===== config.mk =====
export PLATFORM = sky130hd
export DESIGN_NAME = hcb_ctrl
export DESIGN_NICKNAME = d
export VERILOG_FILES = /design/src/common/hcb_pkg.sv /design/src/hw/hcb_ctrl.sv /design/src/hw/hcb_wb_master.sv
export SDC_FILE = /design/constraint.sdc
export NUM_CORES = 1
export LEC_CHECK = 0
export ABC_CLOCK_PERIOD_IN_PS = 6600
export BUFFER_PORTS_ARGS = -buffer_cell sky130_fd_sc_hd__buf_2
export CAP_MARGIN = 25
export CORE_MARGIN = 2
export CORE_UTILIZATION = 53
export DETAILED_ROUTE_END_ITERATION = 6
export GPL_TIMING_DRIVEN = 0
export PLACE_DENSITY = 0.71
export SKIP_CTS_REPAIR_TIMING = 1
export SLEW_MARGIN = 0
export SYNTH_ARGS = -nofsm -noshare
export SYNTH_HDL_FRONTEND = slang
export SYNTH_SLANG_ARGS = --single-unit

===== constraint.sdc =====
create_clock -name clock -period 6.6 [get_ports clock]
set_clock_uncertainty 0.1 [all_clocks]
set_input_delay 0.99 -clock clock [delete_from_list [all_inputs] [get_ports clock]]
set_output_delay 0.99 -clock clock [all_outputs]
set_load 0.005 [all_outputs]

===== src/common/hcb_pkg.sv =====
// Shared constants and types of the bring-up and command controller.
// Assumes one 40 MHz clock shared with the controlled device's register port.
package hcb_pkg;

    // ==========================================
    // Widths
    localparam int SW_AW = 8;
    localparam int DEV_AW = 16;
    localparam int DW = 32;
    localparam int DB_W = 8;
    localparam int CFG_NUM = 11;

    // ==========================================
    // Software register map
    localparam logic [3:0] CFG_SLOTS = 4'h0;
    localparam logic [3:0] CFG_CTX_LO = 4'h1;
    localparam logic [3:0] CFG_CTX_HI = 4'h2;
    localparam logic [3:0] CFG_CRING_LO = 4'h3;
    localparam logic [3:0] CFG_CRING_HI = 4'h4;
    localparam logic [3:0] CFG_SEG_SIZE = 4'h5;
    localparam logic [3:0] CFG_DEQ_LO = 4'h6;
    localparam logic [3:0] CFG_DEQ_HI = 4'h7;
    localparam logic [3:0] CFG_MODERATE = 4'h8;
    localparam logic [3:0] CFG_SEGB_LO = 4'h9;
    localparam logic [3:0] CFG_SEGB_HI = 4'ha;
    localparam logic [7:0] SW_CFG_END = 8'h2c;
    localparam logic [7:0] SW_CTRL = 8'h30;
    localparam logic [7:0] SW_STATUS = 8'h34;
    localparam logic [7:0] SW_DOORBELL = 8'h38;
    localparam logic [7:0] SW_CMD_COUNT = 8'h3c;
    localparam int CTRL_START = 0;
    localparam int CTRL_IRQ = 1;
    localparam int STS_READY = 0;
    localparam int STS_RUN = 1;
    localparam int STS_PEND = 2;
    localparam int STS_REFUSED = 3;

    // ==========================================
    // Device register map and fields
    localparam logic [15:0] DEV_CMD = 16'h0000;
    localparam logic [15:0] DEV_STS = 16'h0004;
    localparam logic [15:0] DEV_CFG_BASE = 16'h0020;
    localparam logic [15:0] DEV_IMAN = 16'h0060;
    localparam logic [15:0] DEV_DB0 = 16'h0080;
    localparam int DEV_RUN_BIT = 0;
    localparam int DEV_IRQEN_BIT = 1;
    localparam int DEV_BUSIRQ_BIT = 2;
    localparam int DEV_NRDY_BIT = 11;
    localparam logic [3:0] SEL_ALL = 4'hf;

    // ==========================================
    // Setup steps after the pointer copies
    localparam logic [3:0] STEP_IMAN = 4'hb;
    localparam logic [3:0] STEP_LAST = 4'hd;

    typedef enum {BUS_IDLE, BUS_ACTIVE, BUS_GAP} hcb_bus_t;
    typedef enum {SEQ_IDLE, SEQ_POLL, SEQ_SETUP, SEQ_RUN} hcb_seq_t;

    // Device address of a copied setup word
    function automatic logic [15:0] cfgDevAdr(input logic [3:0] idx);
        return DEV_CFG_BASE + {10'h000, idx, 2'b00};
    endfunction

endpackage


===== src/hw/hcb_ctrl.sv =====
// Bring-up and command controller that drives a host controller's registers.
// Assumes software on a classic Wishbone slave port and the device's register
// port on a Wishbone master port, all on one 40 MHz clock.
//
// Overview of operation
// [RL1] One command ring: every command goes through doorbell zero.
// [RL2] Commands are placed on the ring, then doorbell zero gets the command code.
// [RL3] Device posts a completion event for each executed command.
// [RL4] Device holds not-ready after reset; no register writes until it reads zero.
// [RL5] All setup writes finish before run/stop is written one.
// [RL6] Enabled slot count is written exactly as software requests.
// [RL7] Context array pointer is a 64-bit host address.
// [RL8] Command ring register takes the 64-bit first block address.
// [RL9] Message vector entry zero is set up before starting, if used.
// [RL10] Segment table entries give address and size; table size register gets count.
// [RL11] Event dequeue pointer gets the first segment's start address.
// [RL12] Writing the segment table base enables the event ring; written last.
// [RL13] Moderation interval is set before interrupts are enabled.
// [RL14] Device raises bus interrupts only while interrupter-enable is one.
// [RL15] An interrupter signals only after its enable field is written one.
// [RL16] Doorbells are accepted only once run/stop is one.
// [RL17] Slower ports enable only through port reset, then send frame markers.
// [RL18] Fastest ports enable on their own after a good attach.
// [RL19] Interrupts optional; controller can be run by polling event rings.
// [RL20] Ring blocks are processed in order; appending needs no locking.
// [RL21] Short packets and split transactions are handled without software.
// [RL22] Bandwidth query returns free periodic bandwidth for every root port.
`timescale 1ns/1ps
`default_nettype none
module hcb_ctrl import hcb_pkg::*; (
    input wire logic clock,
    input wire logic reset_n,
    input wire logic wbCyc,
    input wire logic wbStb,
    input wire logic wbWe,
    input wire logic [SW_AW-1:0] wbAdr,
    input wire logic [3:0] wbSel,
    input wire logic [DW-1:0] wbDatI,
    output logic [DW-1:0] wbDatO,
    output logic wbAck,
    output logic devCyc,
    output logic devStb,
    output logic devWe,
    output logic [DEV_AW-1:0] devAdr,
    output logic [3:0] devSel,
    output logic [DW-1:0] devDatO,
    input wire logic [DW-1:0] devDatI,
    input wire logic devAck,
    output logic running
);
    logic [DW-1:0] cfgW [0:CFG_NUM-1];
    logic swHit;
    logic swWr;
    logic cfgHit;
    logic [DW-1:0] rdD;
    logic irqUseQ;
    logic startQ;
    logic refusedQ;
    logic dbPendQ;
    logic [DB_W-1:0] dbCodeQ;
    logic [DW-1:0] cmdCntQ;
    logic readySeenQ;
    logic runningQ;
    logic [3:0] stepQ;
    hcb_seq_t seqQ;
    logic mStart;
    logic mBusy;
    logic mDone;
    logic [DW-1:0] mRd;
    logic reqWe;
    logic [DEV_AW-1:0] reqAdr;
    logic [DW-1:0] reqDat;
    logic dbReq;
    logic dbAccept;
    logic refuseClr;
    logic modWrittenQ;
    logic segbWrittenQ;
    logic devWrAck;

    // ==========================================
    // Software port decode
    assign swHit = wbCyc && wbStb && !wbAck;
    assign swWr = swHit && wbWe;
    assign cfgHit = (wbAdr < SW_CFG_END) && (wbAdr[1:0] == 2'b00);

    // ==========================================
    // Setup words, one byte lane per generate pass
    for (genvar l = 0; l < 4; l++) begin : genLane
        logic [7:0] byteQ [0:CFG_NUM-1];
        always_ff @(posedge clock or negedge reset_n) begin
            if (!reset_n) begin
                for (int i = 0; i < CFG_NUM; i++) begin
                    byteQ[i] <= 8'h00;
                end
            end else if (swWr && cfgHit && wbSel[l]) begin
                byteQ[wbAdr[5:2]] <= wbDatI[l*8 +: 8];
            end
        end
        for (genvar i = 0; i < CFG_NUM; i++) begin : genWord
            assign cfgW[i][l*8 +: 8] = byteQ[i];
        end
    end

    // ==========================================
    // Control register
    always_ff @(posedge clock or negedge reset_n) begin
        if (!reset_n) begin
            irqUseQ <= 1'b0;
            startQ <= 1'b0;
        end else begin
            startQ <= 1'b0;
            if (swWr && wbAdr == SW_CTRL && wbSel[0]) begin
                startQ <= wbDatI[CTRL_START];
                irqUseQ <= wbDatI[CTRL_IRQ]; // see [RL19]
            end
        end
    end

    // ==========================================
    // Doorbell request from software
    assign dbReq = swWr && wbAdr == SW_DOORBELL && wbSel[0];
    assign dbAccept = dbReq && runningQ && !dbPendQ; // see [RL16]
    assign refuseClr = swWr && wbAdr == SW_STATUS && wbSel[0] && wbDatI[STS_REFUSED];

    always_ff @(posedge clock or negedge reset_n) begin
        if (!reset_n) begin
            dbPendQ <= 1'b0;
            dbCodeQ <= '0;
        end else if (dbAccept) begin
            dbPendQ <= 1'b1;
            dbCodeQ <= wbDatI[DB_W-1:0];
        end else if (mDone && seqQ == SEQ_RUN) begin
            dbPendQ <= 1'b0;
        end
    end

    // Refusal flag: a new refusal wins over a clear in the same cycle
    always_ff @(posedge clock or negedge reset_n) begin
        if (!reset_n) begin
            refusedQ <= 1'b0;
        end else if (dbReq && !dbAccept) begin
            refusedQ <= 1'b1;
        end else if (refuseClr) begin
            refusedQ <= 1'b0;
        end
    end

    // Doorbells delivered, one completion event expected for each
    always_ff @(posedge clock or negedge reset_n) begin
        if (!reset_n) begin
            cmdCntQ <= '0;
        end else if (mDone && seqQ == SEQ_RUN) begin
            cmdCntQ <= cmdCntQ + 32'h0000_0001; // see [RL3]
        end
    end

    // ==========================================
    // Software read path
    always_comb begin
        rdD = '0;
        if (cfgHit) begin
            rdD = cfgW[wbAdr[5:2]];
        end else if (wbAdr == SW_CTRL) begin
            rdD[CTRL_IRQ] = irqUseQ;
        end else if (wbAdr == SW_STATUS) begin
            rdD[STS_READY] = readySeenQ;
            rdD[STS_RUN] = runningQ;
            rdD[STS_PEND] = dbPendQ;
            rdD[STS_REFUSED] = refusedQ;
        end else if (wbAdr == SW_CMD_COUNT) begin
            rdD = cmdCntQ;
        end
    end

    always_ff @(posedge clock or negedge reset_n) begin
        if (!reset_n) begin
            wbAck <= 1'b0;
            wbDatO <= '0;
        end else begin
            wbAck <= swHit;
            if (swHit && !wbWe) begin
                wbDatO <= rdD;
            end
        end
    end

    // ==========================================
    // Bring-up sequencer
    always_ff @(posedge clock or negedge reset_n) begin
        if (!reset_n) begin
            seqQ <= SEQ_IDLE;
            stepQ <= '0;
            readySeenQ <= 1'b0;
            runningQ <= 1'b0;
        end else begin
            unique case (seqQ)
                SEQ_IDLE: begin
                    if (startQ) begin
                        seqQ <= SEQ_POLL;
                    end
                end
                SEQ_POLL: begin
                    if (mDone && !mRd[DEV_NRDY_BIT]) begin // see [RL4]
                        readySeenQ <= 1'b1;
                        stepQ <= '0;
                        seqQ <= SEQ_SETUP;
                    end
                end
                SEQ_SETUP: begin
                    if (mDone) begin
                        if (stepQ == STEP_LAST) begin // see [RL5]
                            runningQ <= 1'b1;
                            seqQ <= SEQ_RUN;
                        end else begin
                            stepQ <= stepQ + 4'h1;
                        end
                    end
                end
                SEQ_RUN: begin
                end
            endcase
        end
    end

    assign running = runningQ;

    // Words go out in table order: slots, context, ring, event regs, base last
    always_comb begin
        reqWe = 1'b0;
        reqAdr = DEV_STS;
        reqDat = '0;
        unique case (seqQ)
            SEQ_IDLE, SEQ_POLL: begin
            end
            SEQ_SETUP: begin
                reqWe = 1'b1;
                if (stepQ < STEP_IMAN) begin
                    // see [RL6] [RL7] [RL8] [RL10] [RL11] [RL12] [RL13]
                    reqAdr = cfgDevAdr(stepQ);
                    reqDat = cfgW[stepQ];
                end else if (stepQ == STEP_IMAN) begin
                    reqAdr = DEV_IMAN;
                    reqDat[DEV_IRQEN_BIT] = irqUseQ; // see [RL15]
                end else begin
                    reqAdr = DEV_CMD;
                    reqDat[DEV_BUSIRQ_BIT] = irqUseQ; // see [RL14]
                    reqDat[DEV_RUN_BIT] = (stepQ == STEP_LAST);
                end
            end
            SEQ_RUN: begin
                reqWe = 1'b1;
                reqAdr = DEV_DB0; // see [RL1]
                reqDat[DB_W-1:0] = dbCodeQ; // see [RL2]
            end
        endcase
    end

    // Message vectors are set up by software before the start bit; see [RL9]
    assign mStart = !mBusy && (seqQ == SEQ_POLL || seqQ == SEQ_SETUP || (seqQ == SEQ_RUN && dbPendQ));

    hcb_wb_master uMaster (
        .clock(clock),
        .reset_n(reset_n),
        .reqStart(mStart),
        .reqWe(reqWe),
        .reqAdr(reqAdr),
        .reqDat(reqDat),
        .busy(mBusy),
        .done(mDone),
        .rdData(mRd),
        .mCyc(devCyc),
        .mStb(devStb),
        .mWe(devWe),
        .mAdr(devAdr),
        .mSel(devSel),
        .mDatO(devDatO),
        .mDatI(devDatI),
        .mAck(devAck)
    );

    // ==========================================
    // Checks
    assign devWrAck = devCyc && devStb && devWe && devAck;

    always_ff @(posedge clock or negedge reset_n) begin
        if (!reset_n) begin
            modWrittenQ <= 1'b0;
            segbWrittenQ <= 1'b0;
        end else begin
            if (devWrAck && devAdr == cfgDevAdr(CFG_MODERATE)) begin
                modWrittenQ <= 1'b1;
            end
            if (devWrAck && devAdr == cfgDevAdr(CFG_SEGB_HI)) begin
                segbWrittenQ <= 1'b1;
            end
        end
    end
endmodule
`default_nettype wire


===== src/hw/hcb_wb_master.sv =====
// Single-access classic Wishbone master toward the device registers.
// Assumes the device answers on the same clock; one access at a time.
`timescale 1ns/1ps
`default_nettype none
module hcb_wb_master import hcb_pkg::*; (
    input wire logic clock,
    input wire logic reset_n,
    input wire logic reqStart,
    input wire logic reqWe,
    input wire logic [DEV_AW-1:0] reqAdr,
    input wire logic [DW-1:0] reqDat,
    output logic busy,
    output logic done,
    output logic [DW-1:0] rdData,
    output logic mCyc,
    output logic mStb,
    output logic mWe,
    output logic [DEV_AW-1:0] mAdr,
    output logic [3:0] mSel,
    output logic [DW-1:0] mDatO,
    input wire logic [DW-1:0] mDatI,
    input wire logic mAck
);
    hcb_bus_t busQ;

    // ==========================================
    // Bus cycle
    always_ff @(posedge clock or negedge reset_n) begin
        if (!reset_n) begin
            busQ <= BUS_IDLE;
            mCyc <= 1'b0;
            mStb <= 1'b0;
            mWe <= 1'b0;
            mAdr <= '0;
            mSel <= '0;
            mDatO <= '0;
            done <= 1'b0;
            rdData <= '0;
        end else begin
            done <= 1'b0;
            unique case (busQ)
                BUS_IDLE: begin
                    if (reqStart) begin
                        busQ <= BUS_ACTIVE;
                        mCyc <= 1'b1;
                        mStb <= 1'b1;
                        mWe <= reqWe;
                        mAdr <= reqAdr;
                        mSel <= SEL_ALL;
                        mDatO <= reqDat;
                    end
                end
                BUS_ACTIVE: begin
                    if (mAck) begin
                        busQ <= BUS_GAP;
                        mCyc <= 1'b0;
                        mStb <= 1'b0;
                        done <= 1'b1;
                        rdData <= mDatI;
                    end
                end
                BUS_GAP: busQ <= BUS_IDLE;
            endcase
        end
    end

    assign busy = (busQ != BUS_IDLE);
endmodule
`default_nettype wire


# [Word level (Yosys, flattened, before mapping)]
# Index checks and enable logic that the tools add are counted.
[word_totals] latch_bits=0 input_bits=82 n_memories=0 ff_bits=563 rom_bits=0 mem_bits_rw=0 wordCells=198
[op_classes] mux=52 n_mul=0 addsub=3 bitwise=2 order_cmp=5 n_reduce_logical=51 n_shift=0 div_mod_pow=0 eq_ne=21
[ops] op="$mux W32" n=12
[ops] op="$bwmux W88" n=4
[ops] op="$bmux W32 S4" n=2
[ops] op="$pmux W32 S3" n=2
[ops] op="$eq A32 B2 Y1 const B" n=4
[ops] op="$eq A32 B1 Y1 const B" n=2
[ops] op="$eq A32 B3 Y1 const B" n=2
[ops] op="$logic_not A32 Y1" n=2
[ops] op="$add A32 B1 Y32 const B" n=1
[ops] op="$demux W8 S4" n=1
[ops] op="$eq A8 B6 Y1 const B" n=4
[ops] op="$pmux W8 S2" n=2
[ops] op="$reduce_bool A32 Y1" n=1
[ops] op="$mux W30" n=1
[ops] op="$mux W29" n=1
[ops] op="$mux W28" n=1
[ops] op="$logic_and A1 B1 Y1" n=25
[ops] op="$mux W24" n=1
[ops] op="$mux W4" n=4
[ops] op="$mux W1" n=15
[ops] op="$mux W7" n=2
[ops] op="$ne A2 B2 Y1 const B" n=6
[ops] op="$ge A5 B5 Y1 const B" n=2
[ops] op="$not A4 Y5" n=2
[ops] op="21 further kinds" n=35

# [Longest topological paths before layout]
[logic_depth] depth_word=10 mapped_depth=9 mapped_depth_nobuf=6

# [Modules after synthesis]
# A second synthesis with hierarchy kept.
[unflattened] hier_cells=1944 area_unflattened_um2=26660.6
[by_module_without_submodules] module="hcb_ctrl" seq_area_each_um2=10935.5 n_inst=1 cells_each=1746 area_each_um2=23229.8
[by_module_without_submodules] module="hcb_wb_master" seq_area_each_um2=2152.1 n_inst=1 cells_each=198 area_each_um2=3430.8

# [Worst setup path after synthesis]
# Ideal clock, no wire load.
[synth_timing] kind="input-to-reg" from="input wbAdr[2]" to="register genLane[0].byteQ, in the netlist cfgW[100]" t_arrival_ns=2.432 setup_time_ns=0.125 path_buffers=3 setup_slack_ns=3.943 stages=6 path_cell_list="buf_4 -> buf_4 -> buf_4 -> nand3_1 -> nor2_2 -> mux2_2"
[synth_between] elab_chain_len=6 word_cells_on_any_way=11 cone_classes="order compare (3); mux (3); bitwise (1); reduce/logical (4)"
[synth_lines] element="start: declaration" line_no="hcb_ctrl.sv:36" rtl="input wire logic [SW_AW-1:0] wbAdr,"
[synth_lines] element="$not A4 Y5 (implied by the code)" line_no="hcb_ctrl.sv:96" rtl="byteQ[wbAdr[5:2]] <= wbDatI[l*8 +: 8];"
[synth_lines] element="$ge A5 B5 Y1 (implied by the code) or $lt A5 B1 Y1 (tied branches)" line_no="hcb_ctrl.sv:96"
[synth_lines] element="$logic_and A1 B1 Y1 (implied by the code)" line_no="hcb_ctrl.sv:96"
[synth_lines] element="$mux W8 (implied by the code)" line_no="hcb_ctrl.sv:96"
[synth_lines] element="$demux W8 S4" line_no="hcb_ctrl.sv:96"
[synth_lines] element="$bwmux W88" line_no="hcb_ctrl.sv:96"
[synth_lines] element="end signal: indexed assignment" line_no="hcb_ctrl.sv:96"
[synth_lines] element="end: declaration" line_no="hcb_ctrl.sv:89" rtl="logic [7:0] byteQ [0:CFG_NUM-1];"
# Parallel ways exist; a longest one is shown, timed or not.
# A chain may end at the register's enable or synchronous reset.

# [Worst setup path after layout]
[layout_timing] from="register stepQ[2]" to="register uMaster.mDatO[20]"
[layout_between] elab_chain_len=6 word_cells_on_any_way=7 cone_classes="order compare (1); mux (5); bitwise (1)"
[layout_lines] element="start: declaration" line_no="hcb_ctrl.sv:64" rtl="logic [3:0] stepQ;"
[layout_lines] element="start signal: assignment" line_no="hcb_ctrl.sv:215" rtl="stepQ <= stepQ + 4'h1;"
[layout_lines] element="$not A4 Y5 (implied by the code)" line_no="hcb_ctrl.sv:240" rtl="reqDat = cfgW[stepQ];"
[layout_lines] element="$bmux W32 S4" line_no="hcb_ctrl.sv:240"
[layout_lines] element="$mux W32 (implied by the code) (2 in series)" line_no="hcb_ctrl.sv:240"
[layout_lines] element="$mux W29 *" line_no="hcb_ctrl.sv:237" rtl="if (stepQ < STEP_IMAN) begin"
[layout_lines] element="$mux W24 *" line_no="hcb_ctrl.sv:232" rtl="unique case (seqQ)"
[layout_lines] element="end signal: assignment" line_no="hcb_wb_master.sv:50" rtl="mDatO <= reqDat;"
[layout_lines] element="end: declaration" line_no="hcb_wb_master.sv:20" rtl="output logic [DW-1:0] mDatO,"
# Mark *: on every way between the ends. The rest lies on a longest branch, timed or not. The select of a mux whose other input is x is not followed.

==> flow_metrics.py <==
metrics = {
    "logic_synthesis": {
        "yosysWarningCount": 0,
        "ys_async_sr_fraction": 1.000,
        "synth_common_cells": "dfrtp_1 (482), mux2_2 (384), mux4_2 (128), mux2i_1 (102), nand2_1 (86)",
        "syn_inst": 1808,
        "synth_cell_types": 63,
        "synth_area_leaders": "dfrtp_1 (49%), mux2_2 (17%), mux4_2 (12%)",
        "yosysMostFrequentCell": "dfrtp_1",
        "ys_seq_elements": 482,
        "syn_area_um2": 24830,
        "synth_edf_count": 0,
        "avgSynthCellArea_um2": 13.73,
        "synthFlopType": "dfrtp_1",
        "yosysSeqAreaShare": 0.4858,
        "yosys.area.top_type": "dfrtp_1",
        "synth_top_cell_area_share": 0.4858,
    },
    "drt": {
        "routed_wl_um": 75640,
        "drc_errors": 0,
        "vias": 17230,
        "first_iter_violations": 1785,
        "firstDrtPassIters": 7,
        "detail-route-antenna-nets": 0,
        "post_drt_wl_per_cell_um": 28.53,
        "viasPerCell": 6.501,
    },
    "setup_path": {
        "reg2reg_from": "stepQ[2]",
        "r2r_cells": 6,
        "r2r-end": "uMaster.mDatO[20]",
        "startpoint_type": "register",
        "cp_data_required_time_ns": 6.96,
        "crit_start": "stepQ[2]",
        "crit_path_max_fanout": 10,
        "rrSetupSlack_ns": 3.28,
        "crit_arrival_ns": 3.68,
        "setup.worst_path.class": "register to register",
        "end_kind": "register",
    },
    "timing": {
        "fmax_mhz": 300.8,
        "worst_slew_pin_slew_ns": 1.141,
        "relSlewSlack": 0.2395,
        "setup_viol": 0,
        "grt_setup_unrepaired": "no",
        "setup_ws_ns": 3.276,
        "finalCriticalPeriod_ns": 3.324,
        "finalCritPeriodShare": 0.5037,
        "hold_viol_final": 0,
        "slew_viol_final": 0,
        "hold-worst-slack_ns": 0.1999,
        "fin_setup_tns_ns": 0,
    },
    "clock_network": {
        "cts_root_buf": "clkbuf_16",
        "max-clock-path-buffers": 3,
        "clk_pin_slew_worst_paths_ns": 0.06,
        "cts_tree": "done",
        "clkLatencyLatePin_ns": 0.61,
        "numCtsBuffers": 51,
        "htreeDepth": 2,
        "cts_sinks": 482,
    },
    "power": {
        "leakage_nw": 12.95,
        "powerDensity_nw_per_um2": 265.0,
        "power.total_w": 0.007474,
        "ir_drop_mv": 0.2615,
    },
    "final_layout": {
        "syn2layout_area_growth_pct": 13.61,
        "final_area_um2": 28210,
        "fin_nets": 2099,
        "antenna_cells": 0,
        "layout-drive-gt1-share": 0.4295,
    },
    "placement": {
        "dp_slack_ns": 2.901,
        "gp_congestion": 0.9474,
        "place_area_um2": 26430,
        "portBuffers": 128,
        "hpwlAfterDp_um": 51210,
    },
    "die": {
        "die_y_um": 220.4,
        "dieArea_um2": 48590,
        "start_util": 0.5355,
        "num_rows": 79,
        "fp.coreArea_um2": 46360,
        "ioPinCount": 171,
        "die_x_um": 220.4,
    },
    "grt": {
        "grt_max_degree": 122,
        "grt_antenna_before_repair": 0,
        "grt_overflow_total": 0,
        "first_global_vias": 17680,
        "grt_util_all_layers": 0.3194,
        "grt_pass1_wl_um": 112600,
    },
    "flow_run": {
        "drv_cap": 0,
    },
    "outcome": {
        "status": "finished clean",
    },
    "worst_hold_path": {
        "hold_path_class": "primary input to asynchronous set/reset pin",
    },
}
## final cells by class
class                      count  area, µm²
tap                          607      759.5
multi-input combinational   1167      12030
sequential                   482      12060
timing repair buffer         137      808.3
clock inverter                10      177.7
buffer                       146      691.9
inverter                      22      82.58
clock buffer                  80       1598
fill                        3629      18150
## cells in the final DEF (no fill, tap or decap), types with 11 or more instances in the layout
master     synthesis  final
dfrtp_1          482    482
mux2_2           384    384
buf_2             37    166
mux4_2           128    128
mux2i_1          102    102
nand2_1           86     86
clkbuf_1          70     80
clkbuf_16          0     53
nor2_1            46     45
a21oi_1           42     42
nor2_2            37     38
o2bb2ai_1         31     31
xnor2_1           29     29
buf_4             22     23
inv_1             22     22
nand4_1           22     22
nand3_1           21     21
a22oi_2           20     20
o211ai_2          19     19
o221ai_1          17     17
clkbuf_8           0     17
buf_1             15     15
a221o_1           15     15
o211ai_1          14     14
nor3_1            13     13
nor2b_1           11     11
o21ai_0           11     11
## critical path, stage by stage, from the launching register on
cell	delay [ns]
dfrtp_1	0.31
buf_2	0.24
buf_1	0.60
clkbuf_1	0.87
buf_2	0.56
mux2i_1	0.33
o221ai_1	0.15
## kinds of logic (layout without fill, tap and decap cells)
kind of cell	Yosys count	in the layout	synth area share
fa+ha+maj	10	10	0.005040
flops	482	482	0.4858
other cells	1	10	0.0001510
buf+inv	168	395	0.03120
mux	614	614	0.3314
xor+xnor	32	32	0.01129
simple gates	282	282	0.06088
compound gates	219	219	0.07419
## registers in the layout, indices dropped and copies added (netlist names)
name and flops:
cfgW 352, cmdCntQ 32, uMaster.mDatO 32, wbDatO 32
dbCodeQ 8, uMaster.mAdr 6, stepQ 4, seqQ 2
uMaster.busQ 2, dbPendQ 1, irqUseQ 1, readySeenQ 1
refusedQ 1, running 1, startQ 1, uMaster.done 1
uMaster.mCyc 1, uMaster.mSel 1, uMaster.mWe 1, uMaster.rdData 1
wbAck 1
## metrics by stage
stage | utilization | cells
after detailed placement | 0.5700 | 2560
after CTS | 0.6083 | 2650
after global placement | 0.5665 | 2552
after floorplan | - | 1817
final | 0.6084 | 2651
after global routing | 0.6084 | 2651
## report_power, final
group          switching, W  leakage, nW  internal, W  total (W)
sequential        0.0000746         6.69      0.00304    0.00312
combinational      0.000885         5.39     0.000406    0.00129
clock               0.00122        0.874      0.00184    0.00307
## layer usage
layer / global-route usage / vias up / part of all wire
met1: 0.4239 / 9056 / 0.40
met5: 0 / - / 0.00033
met4: 0.1248 / 2 / 0.038
met3: 0.08522 / 170 / 0.091
met2: 0.5042 / 779 / 0.47
li1: - / 7227 / -
## worst max path at each step
stage	cells after the start	end	slack [ns]
3_3_place_gp	1	cfgW[275]	-5.21
6_report	6	uMaster.mDatO[20]	3.28
3_5_place_dp	7	wbDatO[8]	2.90
5_1_grt	6	uMaster.mDatO[28]	3.29
2_1_floorplan	6	cfgW[100]	3.94
4_1_cts	6	uMaster.mDatO[24]	3.41
(Power assumes the default switching activity.)
